==> src/rcri_regs.svh <==
// register map, field positions, reset values and timing counts
// assumes a 32-bit apb slave with word-aligned byte addresses
`ifndef RCRI_REGS_SVH
`define RCRI_REGS_SVH
`define RCRI_OFS_CFG     8'h00
`define RCRI_OFS_PAD     8'h04
`define RCRI_OFS_ALCFG   8'h08
`define RCRI_OFS_VAL     8'h0C
`define RCRI_OFS_ALVAL   8'h10
`define RCRI_OFS_KEY     8'h14
`define RCRI_BIT_ON      15
`define RCRI_BIT_UNLOCK  13
`define RCRI_BIT_SYNC    12
`define RCRI_BIT_HALF    11
`define RCRI_BIT_OUTEN   10
`define RCRI_PTR_HI      9
`define RCRI_PTR_LO      8
`define RCRI_BIT_SECSEL  1
`define RCRI_BIT_TTL     0
`define RCRI_KEY_FIRST   8'h55
`define RCRI_KEY_SECOND  8'hAA
`define RCRI_PRE_LAST    17'h07FFF
`define RCRI_SYNC_WIN    17'h0001F
`define RCRI_RST_MTH     5'h01
`define RCRI_RST_DAY     6'h01
`endif

==> src/rcri_pkg.sv <==
// types of the clock and calendar register block
// assumes rcri_regs.svh holds all numbers
package rcri_pkg;
    // unlock key sequence progress
    typedef enum logic [1:0] {KEY_IDLE, KEY_55, KEY_OPEN} rcri_key_e;
    // whole state of the top module
    typedef struct packed {
        logic               on;
        logic               unlock;
        logic               out_en;
        logic [1:0]         vptr;
        logic [7:0]         cal;
        logic               sec_sel;
        logic               ttl_sel;
        logic               arm;
        logic               endless;
        logic [3:0]         mask;
        logic [1:0]         aptr;
        logic [7:0]         rpt;
        logic [7:0]         yr;
        logic [4:0]         mth;
        logic [5:0]         day;
        logic [2:0]         wd;
        logic [5:0]         hr;
        logic [6:0]         mi;
        logic [6:0]         se;
        logic [4:0]         amth;
        logic [5:0]         aday;
        logic [2:0]         awd;
        logic [5:0]         ahr;
        logic [6:0]         ami;
        logic [6:0]         ase;
        rcri_key_e          key;
        logic [2:0]         xs;
        logic               xl;
        logic signed [16:0] pre;
        logic               sec_d;
        logic               half_d;
        logic               al_pulse;
        logic               rdy;
        logic               err;
        logic [31:0]        rdata;
        logic               pin;
        logic               pin_oe_n;
        logic               ttl_o;
    } rcri_state_s;
endpackage

==> src/rcri_top.sv <==
// clock and calendar register block with apb slave and crystal timekeeping
// assumes one 40 MHz clock; the crystal arrives as a slow asynchronous pin
//
// Register access over APB and the register offsets were decided locally.
`include "rcri_regs.svh"

module rcri_top #(
    parameter logic [16:0] SEC_LAST = `RCRI_PRE_LAST  // crystal ticks per second less one
) (
    input  wire logic        CLOCK_IN,     // 40 MHz system clock
    input  wire logic        SRST_IN,      // power-on reset, sync
    input  wire logic        SYS_RST_IN,   // other reset, sync
    input  wire logic        XTAL_IN,      // 32.768 kHz crystal level
    input  wire logic        PSEL_IN,      // apb select
    input  wire logic        PENABLE_IN,   // apb enable
    input  wire logic        PWRITE_IN,    // apb direction
    input  wire logic [7:0]  PADDR_IN,     // apb byte address
    input  wire logic [31:0] PWDATA_IN,    // apb write data
    input  wire logic [3:0]  PSTRB_IN,     // apb byte strobes
    output logic      [31:0] PRDATA_OUT,   // apb read data
    output logic             PREADY_OUT,   // apb ready
    output logic             PSLVERR_OUT,  // apb error
    output logic             PIN_OUT,      // clock pin level
    output logic             PIN_OE_N_OUT, // clock pin enable, low drives
    output logic             TTL_SEL_OUT   // parallel port input select
);
    import rcri_pkg::*;

    localparam rcri_state_s RST_S = '{mth: `RCRI_RST_MTH, day: `RCRI_RST_DAY,
                                      key: KEY_IDLE, default: '0};

    rcri_state_s s;
    rcri_state_s n;
    logic        acc;
    logic        done;
    logic        wr;
    logic        rd;
    logic        tick;
    logic        sec_evt;
    logic        min_evt;
    logic        half;
    logic        sync;
    logic        hit;
    logic        amatch;
    logic [8:0]  c;
    logic [15:0] rv;
    logic [7:0]  dlast;

    // step a bcd pair; carry set when it wraps from last to first
    function automatic logic [8:0] bcd_step(input logic [7:0] v,
                                            input logic [7:0] last,
                                            input logic [7:0] first);
        if (v == last) begin
            bcd_step = {1'h1, first};
        end else if (v[3:0] == 4'h9) begin
            bcd_step = {1'h0, v[7:4] + 4'h1, 4'h0};
        end else begin
            bcd_step = {1'h0, v + 8'h01};
        end
    endfunction

    // last day of month; every year divisible by four is a leap year here
    function automatic logic [7:0] month_last(input logic [4:0] mo, input logic [7:0] y);
        logic leap;
        leap = y[4] ? (y[3:0] == 4'h2 || y[3:0] == 4'h6)
                    : (y[3:0] == 4'h0 || y[3:0] == 4'h4 || y[3:0] == 4'h8);
        case (mo)
            5'h02:   month_last = leap ? 8'h29 : 8'h28;
            5'h04, 5'h06, 5'h09, 5'h11: month_last = 8'h30;
            default: month_last = 8'h31;
        endcase
    endfunction

    // window word for a pointer value, unused bits zero
    function automatic logic [15:0] win_word(input logic [1:0] p, input logic [6:0] mi,
                                             input logic [6:0] se, input logic [2:0] w,
                                             input logic [5:0] h, input logic [4:0] mo,
                                             input logic [5:0] d, input logic [7:0] y);
        case (p)
            2'h0:    win_word = {1'h0, mi, 1'h0, se};
            2'h1:    win_word = {5'h00, w, 2'h0, h};
            2'h2:    win_word = {3'h0, mo, 2'h0, d};
            default: win_word = {8'h00, y};
        endcase
    endfunction

    // next state: bus, crystal, calendar, alarm, then software writes
    always_comb begin
        n = s;
        acc = PSEL_IN & PENABLE_IN & ~s.rdy;
        done = PSEL_IN & PENABLE_IN & s.rdy;
        wr = done & PWRITE_IN;
        rd = done & ~PWRITE_IN;
        n.xs = {s.xs[1:0], XTAL_IN};
        if (s.xs[1] == s.xs[2]) begin
            n.xl = s.xs[2];
        end
        tick = (s.xs[1] == s.xs[2]) & s.xs[2] & ~s.xl;
        half = ~s.pre[16] & (s.pre > $signed({1'h0, SEC_LAST[16:1]}));
        sync = ~s.pre[16] & (s.pre >= $signed(SEC_LAST - `RCRI_SYNC_WIN));
        sec_evt = s.on & tick & (s.pre == $signed(SEC_LAST));
        min_evt = sec_evt & (s.se == 7'h59);
        dlast = month_last(s.mth, s.yr);
        c = 9'h000;
        if (s.on & tick) begin
            n.pre = s.pre + 17'sh00001;
        end
        if (sec_evt) begin
            n.pre = 17'sh00000;
            c = bcd_step({1'h0, s.se}, 8'h59, 8'h00);
            n.se = c[6:0];
            if (c[8]) begin
                n.pre = {{7{s.cal[7]}}, s.cal, 2'h0};
                c = bcd_step({1'h0, s.mi}, 8'h59, 8'h00);
                n.mi = c[6:0];
            end
            if (c[8]) begin
                c = bcd_step({2'h0, s.hr}, 8'h23, 8'h00);
                n.hr = c[5:0];
            end
            if (c[8]) begin
                n.wd = (s.wd == 3'h6) ? 3'h0 : s.wd + 3'h1;
                c = bcd_step({2'h0, s.day}, dlast, 8'h01);
                n.day = c[5:0];
            end
            if (c[8]) begin
                c = bcd_step({3'h0, s.mth}, 8'h12, 8'h01);
                n.mth = c[4:0];
            end
            if (c[8]) begin
                c = bcd_step(s.yr, 8'h99, 8'h00);
                n.yr = c[7:0];
            end
        end
        n.sec_d = sec_evt;
        n.half_d = half;
        // alarm compare one cycle after the time has advanced
        case (s.mask)
            4'h1:    amatch = 1'h1;
            4'h2:    amatch = s.se[3:0] == s.ase[3:0];
            4'h3:    amatch = s.se == s.ase;
            4'h4:    amatch = s.se == s.ase && s.mi[3:0] == s.ami[3:0];
            4'h5:    amatch = s.se == s.ase && s.mi == s.ami;
            4'h6:    amatch = s.se == s.ase && s.mi == s.ami && s.hr == s.ahr;
            4'h7:    amatch = s.se == s.ase && s.mi == s.ami && s.hr == s.ahr
                              && s.wd == s.awd;
            4'h8:    amatch = s.se == s.ase && s.mi == s.ami && s.hr == s.ahr
                              && s.day == s.aday;
            4'h9:    amatch = s.se == s.ase && s.mi == s.ami && s.hr == s.ahr
                              && s.day == s.aday && s.mth == s.amth;
            default: amatch = 1'h0;
        endcase
        hit = s.arm & ((s.mask == 4'h0 & s.on & (half != s.half_d)) | (s.sec_d & amatch));
        if (hit) begin
            n.al_pulse = ~s.al_pulse;
            if (s.rpt == 8'h00 && !s.endless) begin
                n.arm = 1'h0;
            end else begin
                n.rpt = s.rpt - 8'h01;
            end
        end
        case (PADDR_IN)
            `RCRI_OFS_CFG:   rv = {s.on, 1'h0, s.unlock, sync, half, s.out_en, s.vptr, s.cal};
            `RCRI_OFS_PAD:   rv = {14'h0000, s.sec_sel, s.ttl_sel};
            `RCRI_OFS_ALCFG: rv = {s.arm, s.endless, s.mask, s.aptr, s.rpt};
            `RCRI_OFS_VAL:   rv = win_word(s.vptr, s.mi, s.se, s.wd, s.hr, s.mth, s.day, s.yr);
            `RCRI_OFS_ALVAL: rv = (s.aptr == 2'h3) ? 16'h0000 :
                             win_word(s.aptr, s.ami, s.ase, s.awd, s.ahr, s.amth, s.aday, 8'h00);
            default:         rv = 16'h0000;
        endcase
        // registered ready: one wait state, data captured with it
        n.rdy = acc;
        n.err = 1'h0;
        if (acc) begin
            n.rdata = {16'h0000, rv};
            n.err = !(PADDR_IN inside {`RCRI_OFS_CFG, `RCRI_OFS_PAD, `RCRI_OFS_ALCFG,
                                       `RCRI_OFS_VAL, `RCRI_OFS_ALVAL, `RCRI_OFS_KEY});
        end
        // key sequence; any other completed access closes the window
        if (done) begin
            n.key = KEY_IDLE;
            if (wr && PADDR_IN == `RCRI_OFS_KEY && PSTRB_IN[0]) begin
                if (PWDATA_IN[7:0] == `RCRI_KEY_FIRST) begin
                    n.key = KEY_55;
                end else if (PWDATA_IN[7:0] == `RCRI_KEY_SECOND && s.key == KEY_55) begin
                    n.key = KEY_OPEN;
                end
            end
        end
        if (wr && PADDR_IN == `RCRI_OFS_CFG) begin
            if (PSTRB_IN[0]) begin
                n.cal = PWDATA_IN[7:0];
            end
            if (PSTRB_IN[1]) begin
                n.out_en = PWDATA_IN[`RCRI_BIT_OUTEN];
                n.vptr = PWDATA_IN[`RCRI_PTR_HI:`RCRI_PTR_LO];
                n.unlock = PWDATA_IN[`RCRI_BIT_UNLOCK] & (s.unlock | (s.key == KEY_OPEN));
                if (s.unlock) begin
                    n.on = PWDATA_IN[`RCRI_BIT_ON];
                end
            end
        end
        if (wr && PADDR_IN == `RCRI_OFS_PAD && PSTRB_IN[0]) begin
            n.sec_sel = PWDATA_IN[`RCRI_BIT_SECSEL];
            n.ttl_sel = PWDATA_IN[`RCRI_BIT_TTL];
        end
        // software arming wins over a same-cycle disarm
        if (wr && PADDR_IN == `RCRI_OFS_ALCFG) begin
            if (PSTRB_IN[1]) begin
                n.arm = PWDATA_IN[15];
                n.endless = PWDATA_IN[14];
                n.mask = PWDATA_IN[13:10];
                n.aptr = PWDATA_IN[9:8];
            end
            if (PSTRB_IN[0]) begin
                n.rpt = PWDATA_IN[7:0];
            end
        end
        if (wr && PADDR_IN == `RCRI_OFS_VAL && s.unlock) begin
            case (s.vptr)
                2'h0: begin
                    if (PSTRB_IN[1]) begin
                        n.mi = PWDATA_IN[14:8];
                    end
                    if (PSTRB_IN[0]) begin
                        n.se = PWDATA_IN[6:0];
                        n.pre = 17'sh00000;
                    end
                end
                2'h1: begin
                    if (PSTRB_IN[1]) begin
                        n.wd = PWDATA_IN[10:8];
                    end
                    if (PSTRB_IN[0]) begin
                        n.hr = PWDATA_IN[5:0];
                    end
                end
                2'h2: begin
                    if (PSTRB_IN[1]) begin
                        n.mth = PWDATA_IN[12:8];
                    end
                    if (PSTRB_IN[0]) begin
                        n.day = PWDATA_IN[5:0];
                    end
                end
                default: begin
                    if (PSTRB_IN[0]) begin
                        n.yr = PWDATA_IN[7:0];
                    end
                end
            endcase
        end
        // alarm window writes are not locked
        if (wr && PADDR_IN == `RCRI_OFS_ALVAL) begin
            case (s.aptr)
                2'h0: begin
                    n.ami = PSTRB_IN[1] ? PWDATA_IN[14:8] : s.ami;
                    n.ase = PSTRB_IN[0] ? PWDATA_IN[6:0] : s.ase;
                end
                2'h1: begin
                    n.awd = PSTRB_IN[1] ? PWDATA_IN[10:8] : s.awd;
                    n.ahr = PSTRB_IN[0] ? PWDATA_IN[5:0] : s.ahr;
                end
                2'h2: begin
                    n.amth = PSTRB_IN[1] ? PWDATA_IN[12:8] : s.amth;
                    n.aday = PSTRB_IN[0] ? PWDATA_IN[5:0] : s.aday;
                end
                default: begin
                    n.aday = s.aday;
                end
            endcase
        end
        if (((rd || (wr && PSTRB_IN[1])) && PADDR_IN == `RCRI_OFS_VAL) && s.vptr != 2'h0) begin
            n.vptr = s.vptr - 2'h1;
        end
        if (((rd || (wr && PSTRB_IN[1])) && PADDR_IN == `RCRI_OFS_ALVAL) && s.aptr != 2'h0) begin
            n.aptr = s.aptr - 2'h1;
        end
        n.pin = s.out_en & (s.sec_sel ? half : s.al_pulse);
        n.pin_oe_n = ~s.out_en;
        n.ttl_o = s.ttl_sel;
        // other reset spares the cfg register, alarm window values and time; pad and alarm configuration clear
        if (SYS_RST_IN) begin
            n.key = KEY_IDLE;
            n.sec_sel = 1'h0;
            n.ttl_sel = 1'h0;
            n.arm = 1'h0;
            n.endless = 1'h0;
            n.mask = 4'h0;
            n.aptr = 2'h0;
            n.rpt = 8'h00;
            n.rdy = 1'h0;
            n.err = 1'h0;
        end
    end

    // single state register, power-on reset only here
    always_ff @(posedge CLOCK_IN) begin
        if (SRST_IN) begin
            s <= RST_S;
        end else begin
            s <= n;
        end
    end

    // outputs straight from state
    assign PRDATA_OUT = s.rdata;
    assign PREADY_OUT = s.rdy;
    assign PSLVERR_OUT = s.err;
    assign PIN_OUT = s.pin;
    assign PIN_OE_N_OUT = s.pin_oe_n;
    assign TTL_SEL_OUT = s.ttl_o;
endmodule

==> config.mk <==
export PLATFORM = sky130hd
export DESIGN_NAME = rcri_top
export DESIGN_NICKNAME = d
export VERILOG_FILES = /design/src/rcri_pkg.sv /design/src/rcri_top.sv
export VERILOG_INCLUDE_DIRS = /design/src /design/src/src
export SDC_FILE = /design/constraint.sdc
export NUM_CORES = 1
export LEC_CHECK = 0
export BUFFER_PORTS_ARGS = -buffer_cell sky130_fd_sc_hd__buf_2
export CORE_UTILIZATION = 50
export CTS_CLUSTER_SIZE = 10
export DETAILED_ROUTE_END_ITERATION = 16
export PLACE_DENSITY = 0.78
export SETUP_SLACK_MARGIN = 0.3
export SLEW_MARGIN = 30
export SYNTH_ARGS = -nofsm -noshare
export SYNTH_HDL_FRONTEND = slang
export SYNTH_SLANG_ARGS = --single-unit
==> constraint.sdc <==
create_clock -name CLOCK_IN -period 6.2 [get_ports CLOCK_IN]
set_input_delay 0.93 -clock CLOCK_IN [delete_from_list [all_inputs] [get_ports CLOCK_IN]]
set_output_delay 0.93 -clock CLOCK_IN [all_outputs]
set_load 0.05 [all_outputs]
[Yosys cells after proc, flatten, opt, wreduce, memory -nomap -nowiden]
Cells that the tools add are included.
Storage, ports and cells
  bits in registers: 154
  bits in latches: 0
  RAM bits: 0
  bits in read-only memories: 0
  memories: 0
Cells by class
  add/sub/neg operators: 17
  multipliers: 0
  div/mod/pow operators: 0
  $lt $le $gt $ge: 2
  eq/ne operators: 56
  shift operators: 0
  multiplexer cells: 70
  bitwise operators: 26
  reduce and logical (&&, ||, !) cells: 57
Operators by type and width (count)
  9-bit two-way mux: 16
  17-bit two-way mux: 6
  8-bit two-way mux: 12
  15-bit one-hot mux with 3 select lines: 2
  42-bit two-way mux: 2
  16-bit one-hot mux with 5 select lines: 1
  4-bit equality test (second input constant): 9
  7-bit two-way mux: 5
  16-bit two-way mux: 2
  4-bit by 3-bit equality test with 1-bit output (second input constant): 6
  6-bit two-way mux: 4
  1-bit logical AND: 22
  3-bit AND reduction: 7
  17-bit by 2-bit adder with 17-bit output (second input constant): 1
  1-bit bitwise AND: 17
  17-bit by 16-bit equality test with 1-bit output (second input constant): 1
  17-bit by 16-bit greater-or-equal comparator with 1-bit output (second input constant): 1
  17-bit by 15-bit > comparator with 1-bit output (second input constant): 1
  7-bit by 1-bit adder with 8-bit output (second input constant): 2
  8-bit by 4-bit equality test with 1-bit output (second input constant): 2
  8-bit by 5-bit equality test with 1-bit output (second input constant): 2
  8-bit equality test (second input constant): 2
  8-bit zero test: 2
  6-bit by 1-bit adder with 7-bit output (second input constant): 2
  other kinds (51): 101

[Longest topological paths before layout]
  word-level depth: 19
  gate-level depth with buffers: 12
  mapped depth without buffers: 10

[Worst setup path before layout]
No wires, ideal clock.
  kind: input-to-reg
  start point: in PADDR_IN[1]
  end point: reg s[83] (netlist bit)
  library setup time: 70 ps
  arrival: 3130 ps
  slack: 3000 ps
  stages: 7
  path through: or4_1 -> or4b_1 -> or2_2 -> nor2_1 -> clkbuf_1 -> nand3_1 -> a21oi_1
On the way
  cells in the longest elaborated chain, start to end: 3
RTL lines
  start: declaration: line rcri_top.sv:17  | input wire logic [7:0] PADDR_IN,
  8-bit by 5-bit equality test with 1-bit output
  1-bit logical AND (no source line)
  3-bit AND reduction (no source line)
  end signal: assignment: line rcri_top.sv:302  | s <= n;
  end: declaration: line rcri_top.sv:32  | rcri_state_s s;
Every way passes these cells.
A chain may end at the register's enable or synchronous reset.

[Worst setup path in the final report]
  start point: in PADDR_IN[1]
  end point: reg s[104] (netlist bit)
On the way
  cells in the longest elaborated chain, start to end: 4
RTL lines
  8-bit by 4-bit equality test with 1-bit output
  1-bit logical AND (no source line)
  1-bit logical AND: line rcri_top.sv:219  | if (wr && PADDR_IN == `RCRI_OFS_VAL && s.unlock) begin
  42-bit two-way mux: line rcri_top.sv:219
Every way passes these cells.

==> summary.txt <==
Run status: finished, final reports clean
Share of the clock period used by the worst path after layout: 55.6%
Worst Tran Pin Value: 0.895 ns
Total CTS buffers: 17
Dominant combinational cell family by area after synthesis: simple AND/OR/NAND/NOR gates
WP data arrival: 3.74 ns
Worst slew slack as a fraction of its limit: 39.9%
Final GP Congestion: 0.983
Buffer count from post-CTS setup fixing: 0
Sum of net half-perimeters after detailed placement: 19,300 um
Classification of the worst setup path: input port to flop
Worst Hold Slack: 0.447 ns
I/O Pins: 88
Required time of the critical path: 6.50 ns
Count of buffers inserted at the top-level ports: 53
Global-route wire length before repair: 43,300 um
Final hold vios: 0
Height of the chip: 138 um
Multi-input gate area: 0.00558 mm^2
Min-delay worst type: flop to flop
Number of instances in the synthesized netlist: 1,198
Yosys reg bits: 154
Slew Viols, Final: 0
Proportion of synthesized flip-flops having asynchronous set or reset: 0%
Terminus of the critical flop-to-flop path: s[132]
Floorplan core area: 0.0180 mm^2
Initial DRC Count: 1,178
Mux share of post-synthesis cell area: 3.73%
Number of H-tree branching levels: 4
Adder-cell share of the synthesized area: 3.65%
Area growth from synthesis to layout: 7.80%
Hold Path Stages: 1
Clock tree sinks: 154
Clock transition at the registers of the reported paths: 0.07 ns
Worst clock skew: 0.0118 ns
Initial DRT Pass Iterations: 8
Routed vias/inst: 6.27
Hold Startpoint: n[59]
Synthesized area per cell: 7.72 um^2
Total congestion overflow: 0
Clock latency reported for the late side of the worst-skew pair: 0.44 ns
Total Routed Length: 27,800 um
Post-route setup slack: 2.76 ns
Floorplan die area: 0.0191 mm^2
Vias in the first global route: 7,852
Fillers: 1,676
Yosys synthesis warning count: 0
Main flop type after synthesis: sky130_fd_sc_hd__dfxtp_1
Xor and xnor area share after synthesis: 6.82%
Clock tree from TritonCTS: built
Compound-cell area share of the yosys netlist: 18.7%
Number of enable-type register cells in the synthesized netlist: 0
Crit Path Max Fanout: 21
Fraction of synthesized cell area taken by the top area cell type: 33.3%
Average routed wire per standard cell: 19.6 um
Post-CTS resize count: 0
Sum of negative setup slack: 0 ns
Clock buffer depth: 2
Total area of sequential cells: 0.00308 mm^2
Setup slack at placement: 2.14 ns
Total DRC errors in the routed layout: 0
Worst reg2reg setup slack: 2.94 ns
Number of rows created at floorplan: 49
Number of nets with antenna violations after detailed routing: 0
Width of the die: 138 um
Post-synth cell types: 73
Library cell used as clock root buffer: sky130_fd_sc_hd__clkbuf_16
Diode count: 0
Area leader, netlist: sky130_fd_sc_hd__dfxtp_1
Number of vias in the routed layout: 8,893
Global-route usage over all layers: 28.9%
Layout net count: 1,255
Number of cell instances on the worst register-to-register path: 9
Unrepaired setup endpoints after global routing: false
Area fraction in and, or, nand and nor cells after synthesis: 26.6%
Max_cap viols: 0
Largest voltage drop on the vdd net: 0.000220 V
Share of synthesized area occupied by flip-flops and latches: 33.3%
Netlist area before placement: 0.00925 mm^2
Largest net degree at the start of global routing: 64
Antenna violations before repair: 0
Layout cell share with drive strength beyond 1: 9.50%
CP Launch Type: input port
Worst Setup End Kind: flop
Leak Pwr: 0.00341 uW
Final period demand of the worst path: 3.44 ns
Initial core utilization: 51.3%
Crit Reg-Reg Startpoint: s[97]
Hold worst-path end: n[60]
Power per standard cell area: 222 mW/mm^2
Final setup violation count: 0
Largest cells by area after synthesis: sky130_fd_sc_hd__dfxtp_1 (33%), sky130_fd_sc_hd__nand2_1 (5.7%), sky130_fd_sc_hd__nor2_1 (5.2%)
Number of buffers added to fix hold violations after cts: 0
Maximum operating frequency: 290 MHz
[registers in the layout, indices dropped and copies added (netlist names)]
register      cells
PRDATA_OUT       16
PIN_OE_N_OUT      1
PIN_OUT           1
s               130
n                 3
PSLVERR_OUT       1
PREADY_OUT        1
TTL_SEL_OUT       1
[critical path, cell delays in order]
cell and delay (ns):
sky130_fd_sc_hd__buf_2 0.10, sky130_fd_sc_hd__or4_1 0.55, sky130_fd_sc_hd__nor3_1 0.24, sky130_fd_sc_hd__nand2_1 0.50, sky130_fd_sc_hd__nor3_2 0.68, sky130_fd_sc_hd__nand2_1 0.41
sky130_fd_sc_hd__o21ai_0 0.28, sky130_fd_sc_hd__nor2_1 0.05
[cells in the final DEF, fill, tap and decap left out, types with 9 or more instances in the layout]
| master | count |
|---|---|
| sky130_fd_sc_hd__o21ai_0 | 41 |
| sky130_fd_sc_hd__nand2_1 | 141 |
| sky130_fd_sc_hd__nor2_1 | 129 |
| sky130_fd_sc_hd__nand3_1 | 86 |
| sky130_fd_sc_hd__nor3_1 | 40 |
| sky130_fd_sc_hd__a21oi_1 | 92 |
| sky130_fd_sc_hd__a211oi_1 | 31 |
| sky130_fd_sc_hd__dfxtp_1 | 154 |
| sky130_fd_sc_hd__and3_1 | 10 |
| sky130_fd_sc_hd__nor2b_1 | 15 |
| sky130_fd_sc_hd__clkbuf_16 | 17 |
| sky130_fd_sc_hd__buf_4 | 9 |
| sky130_fd_sc_hd__or3_1 | 9 |
| sky130_fd_sc_hd__xnor2_1 | 53 |
| sky130_fd_sc_hd__ha_1 | 26 |
| sky130_fd_sc_hd__conb_1 | 16 |
| sky130_fd_sc_hd__buf_2 | 52 |
| sky130_fd_sc_hd__a222oi_1 | 18 |
| sky130_fd_sc_hd__xor2_1 | 19 |
| sky130_fd_sc_hd__mux2i_1 | 30 |
| sky130_fd_sc_hd__inv_1 | 26 |
[logic make-up after synthesis]
| family | count (synthesis) |
|---|---|
| xor gates and xnor gates | 72 |
| buffers and inverters | 142 |
| adders and majority gates | 27 |
| and+or+nand+nor | 506 |
| DFF | 154 |
| AOI/OAI and AO/OA | 262 |
| other | 1 |
| muxes | 34 |
[where the power goes]
part | total (uW) | switching, uW | internal (uW)
combinational | 135 | 107 | 27.8
clock | 1080 | 471 | 612
sequential | 1000 | 4.98 | 996
total | 2220 | 583 | 1640
[cells in the mapped netlist, types with 15 or more instances]
library cell               instances
sky130_fd_sc_hd__ha_1             27
sky130_fd_sc_hd__a21oi_1          92
sky130_fd_sc_hd__clkbuf_1         74
sky130_fd_sc_hd__o21ai_0          41
sky130_fd_sc_hd__mux2i_1          30
sky130_fd_sc_hd__a222oi_1         18
sky130_fd_sc_hd__nor2_1          129
sky130_fd_sc_hd__dfxtp_1         154
sky130_fd_sc_hd__nand3_1          86
sky130_fd_sc_hd__xnor2_1          53
sky130_fd_sc_hd__nor2b_1          15
sky130_fd_sc_hd__xor2_1           19
sky130_fd_sc_hd__nor3_1           42
sky130_fd_sc_hd__inv_1            26
sky130_fd_sc_hd__nand2_1         141
sky130_fd_sc_hd__a211oi_1         31
sky130_fd_sc_hd__buf_4            32
[per-stage QoR]
step / area [um^2] / utilization (%) / cells / total power (uW)
floorplan: 9310 / - / 1213 / 1130
global placement: 9360 / 51.9 / 1387 / 1150
detailed placement: 9360 / 51.9 / 1387 / 1160
CTS: 9960 / 55.3 / 1419 / 2220
global route: 9970 / 55.3 / 1419 / 2270
finish: 9970 / 55.3 / 1419 / 2220
[final cells by class]
cell class                 instances  share of cell area [%]
clock buffer                      18                    4.30
clock inverter                    14                    1.74
inverter                          26                   0.978
multi-input combinational        917                    55.9
sequential                       154                    30.9
tap                              229                    2.87
timing repair buffer              61                    3.29
[layer usage]
layer	global-route usage, %	routed length (um)	part of all wire, %
met5	0	0	0
met3	5.89	3000	11
met1	40.3	11700	42
met4	11.5	1070	3.9
met2	43.4	12000	43
[worst max path at each step]
stage                     start     end  slack [ns]  cells past startpoint
global placement    PADDR_IN[1]  s[104]        2.21                      8
floorplan           PADDR_IN[1]   s[83]        3.00                      7
CTS                 PADDR_IN[1]  s[104]        2.50                      8
detailed placement  PADDR_IN[1]  s[104]        2.14                      8
global route        PADDR_IN[1]  s[104]        2.52                      8
finish              PADDR_IN[1]  s[104]        2.76                      8
Power figures use the tool's default switching activity.
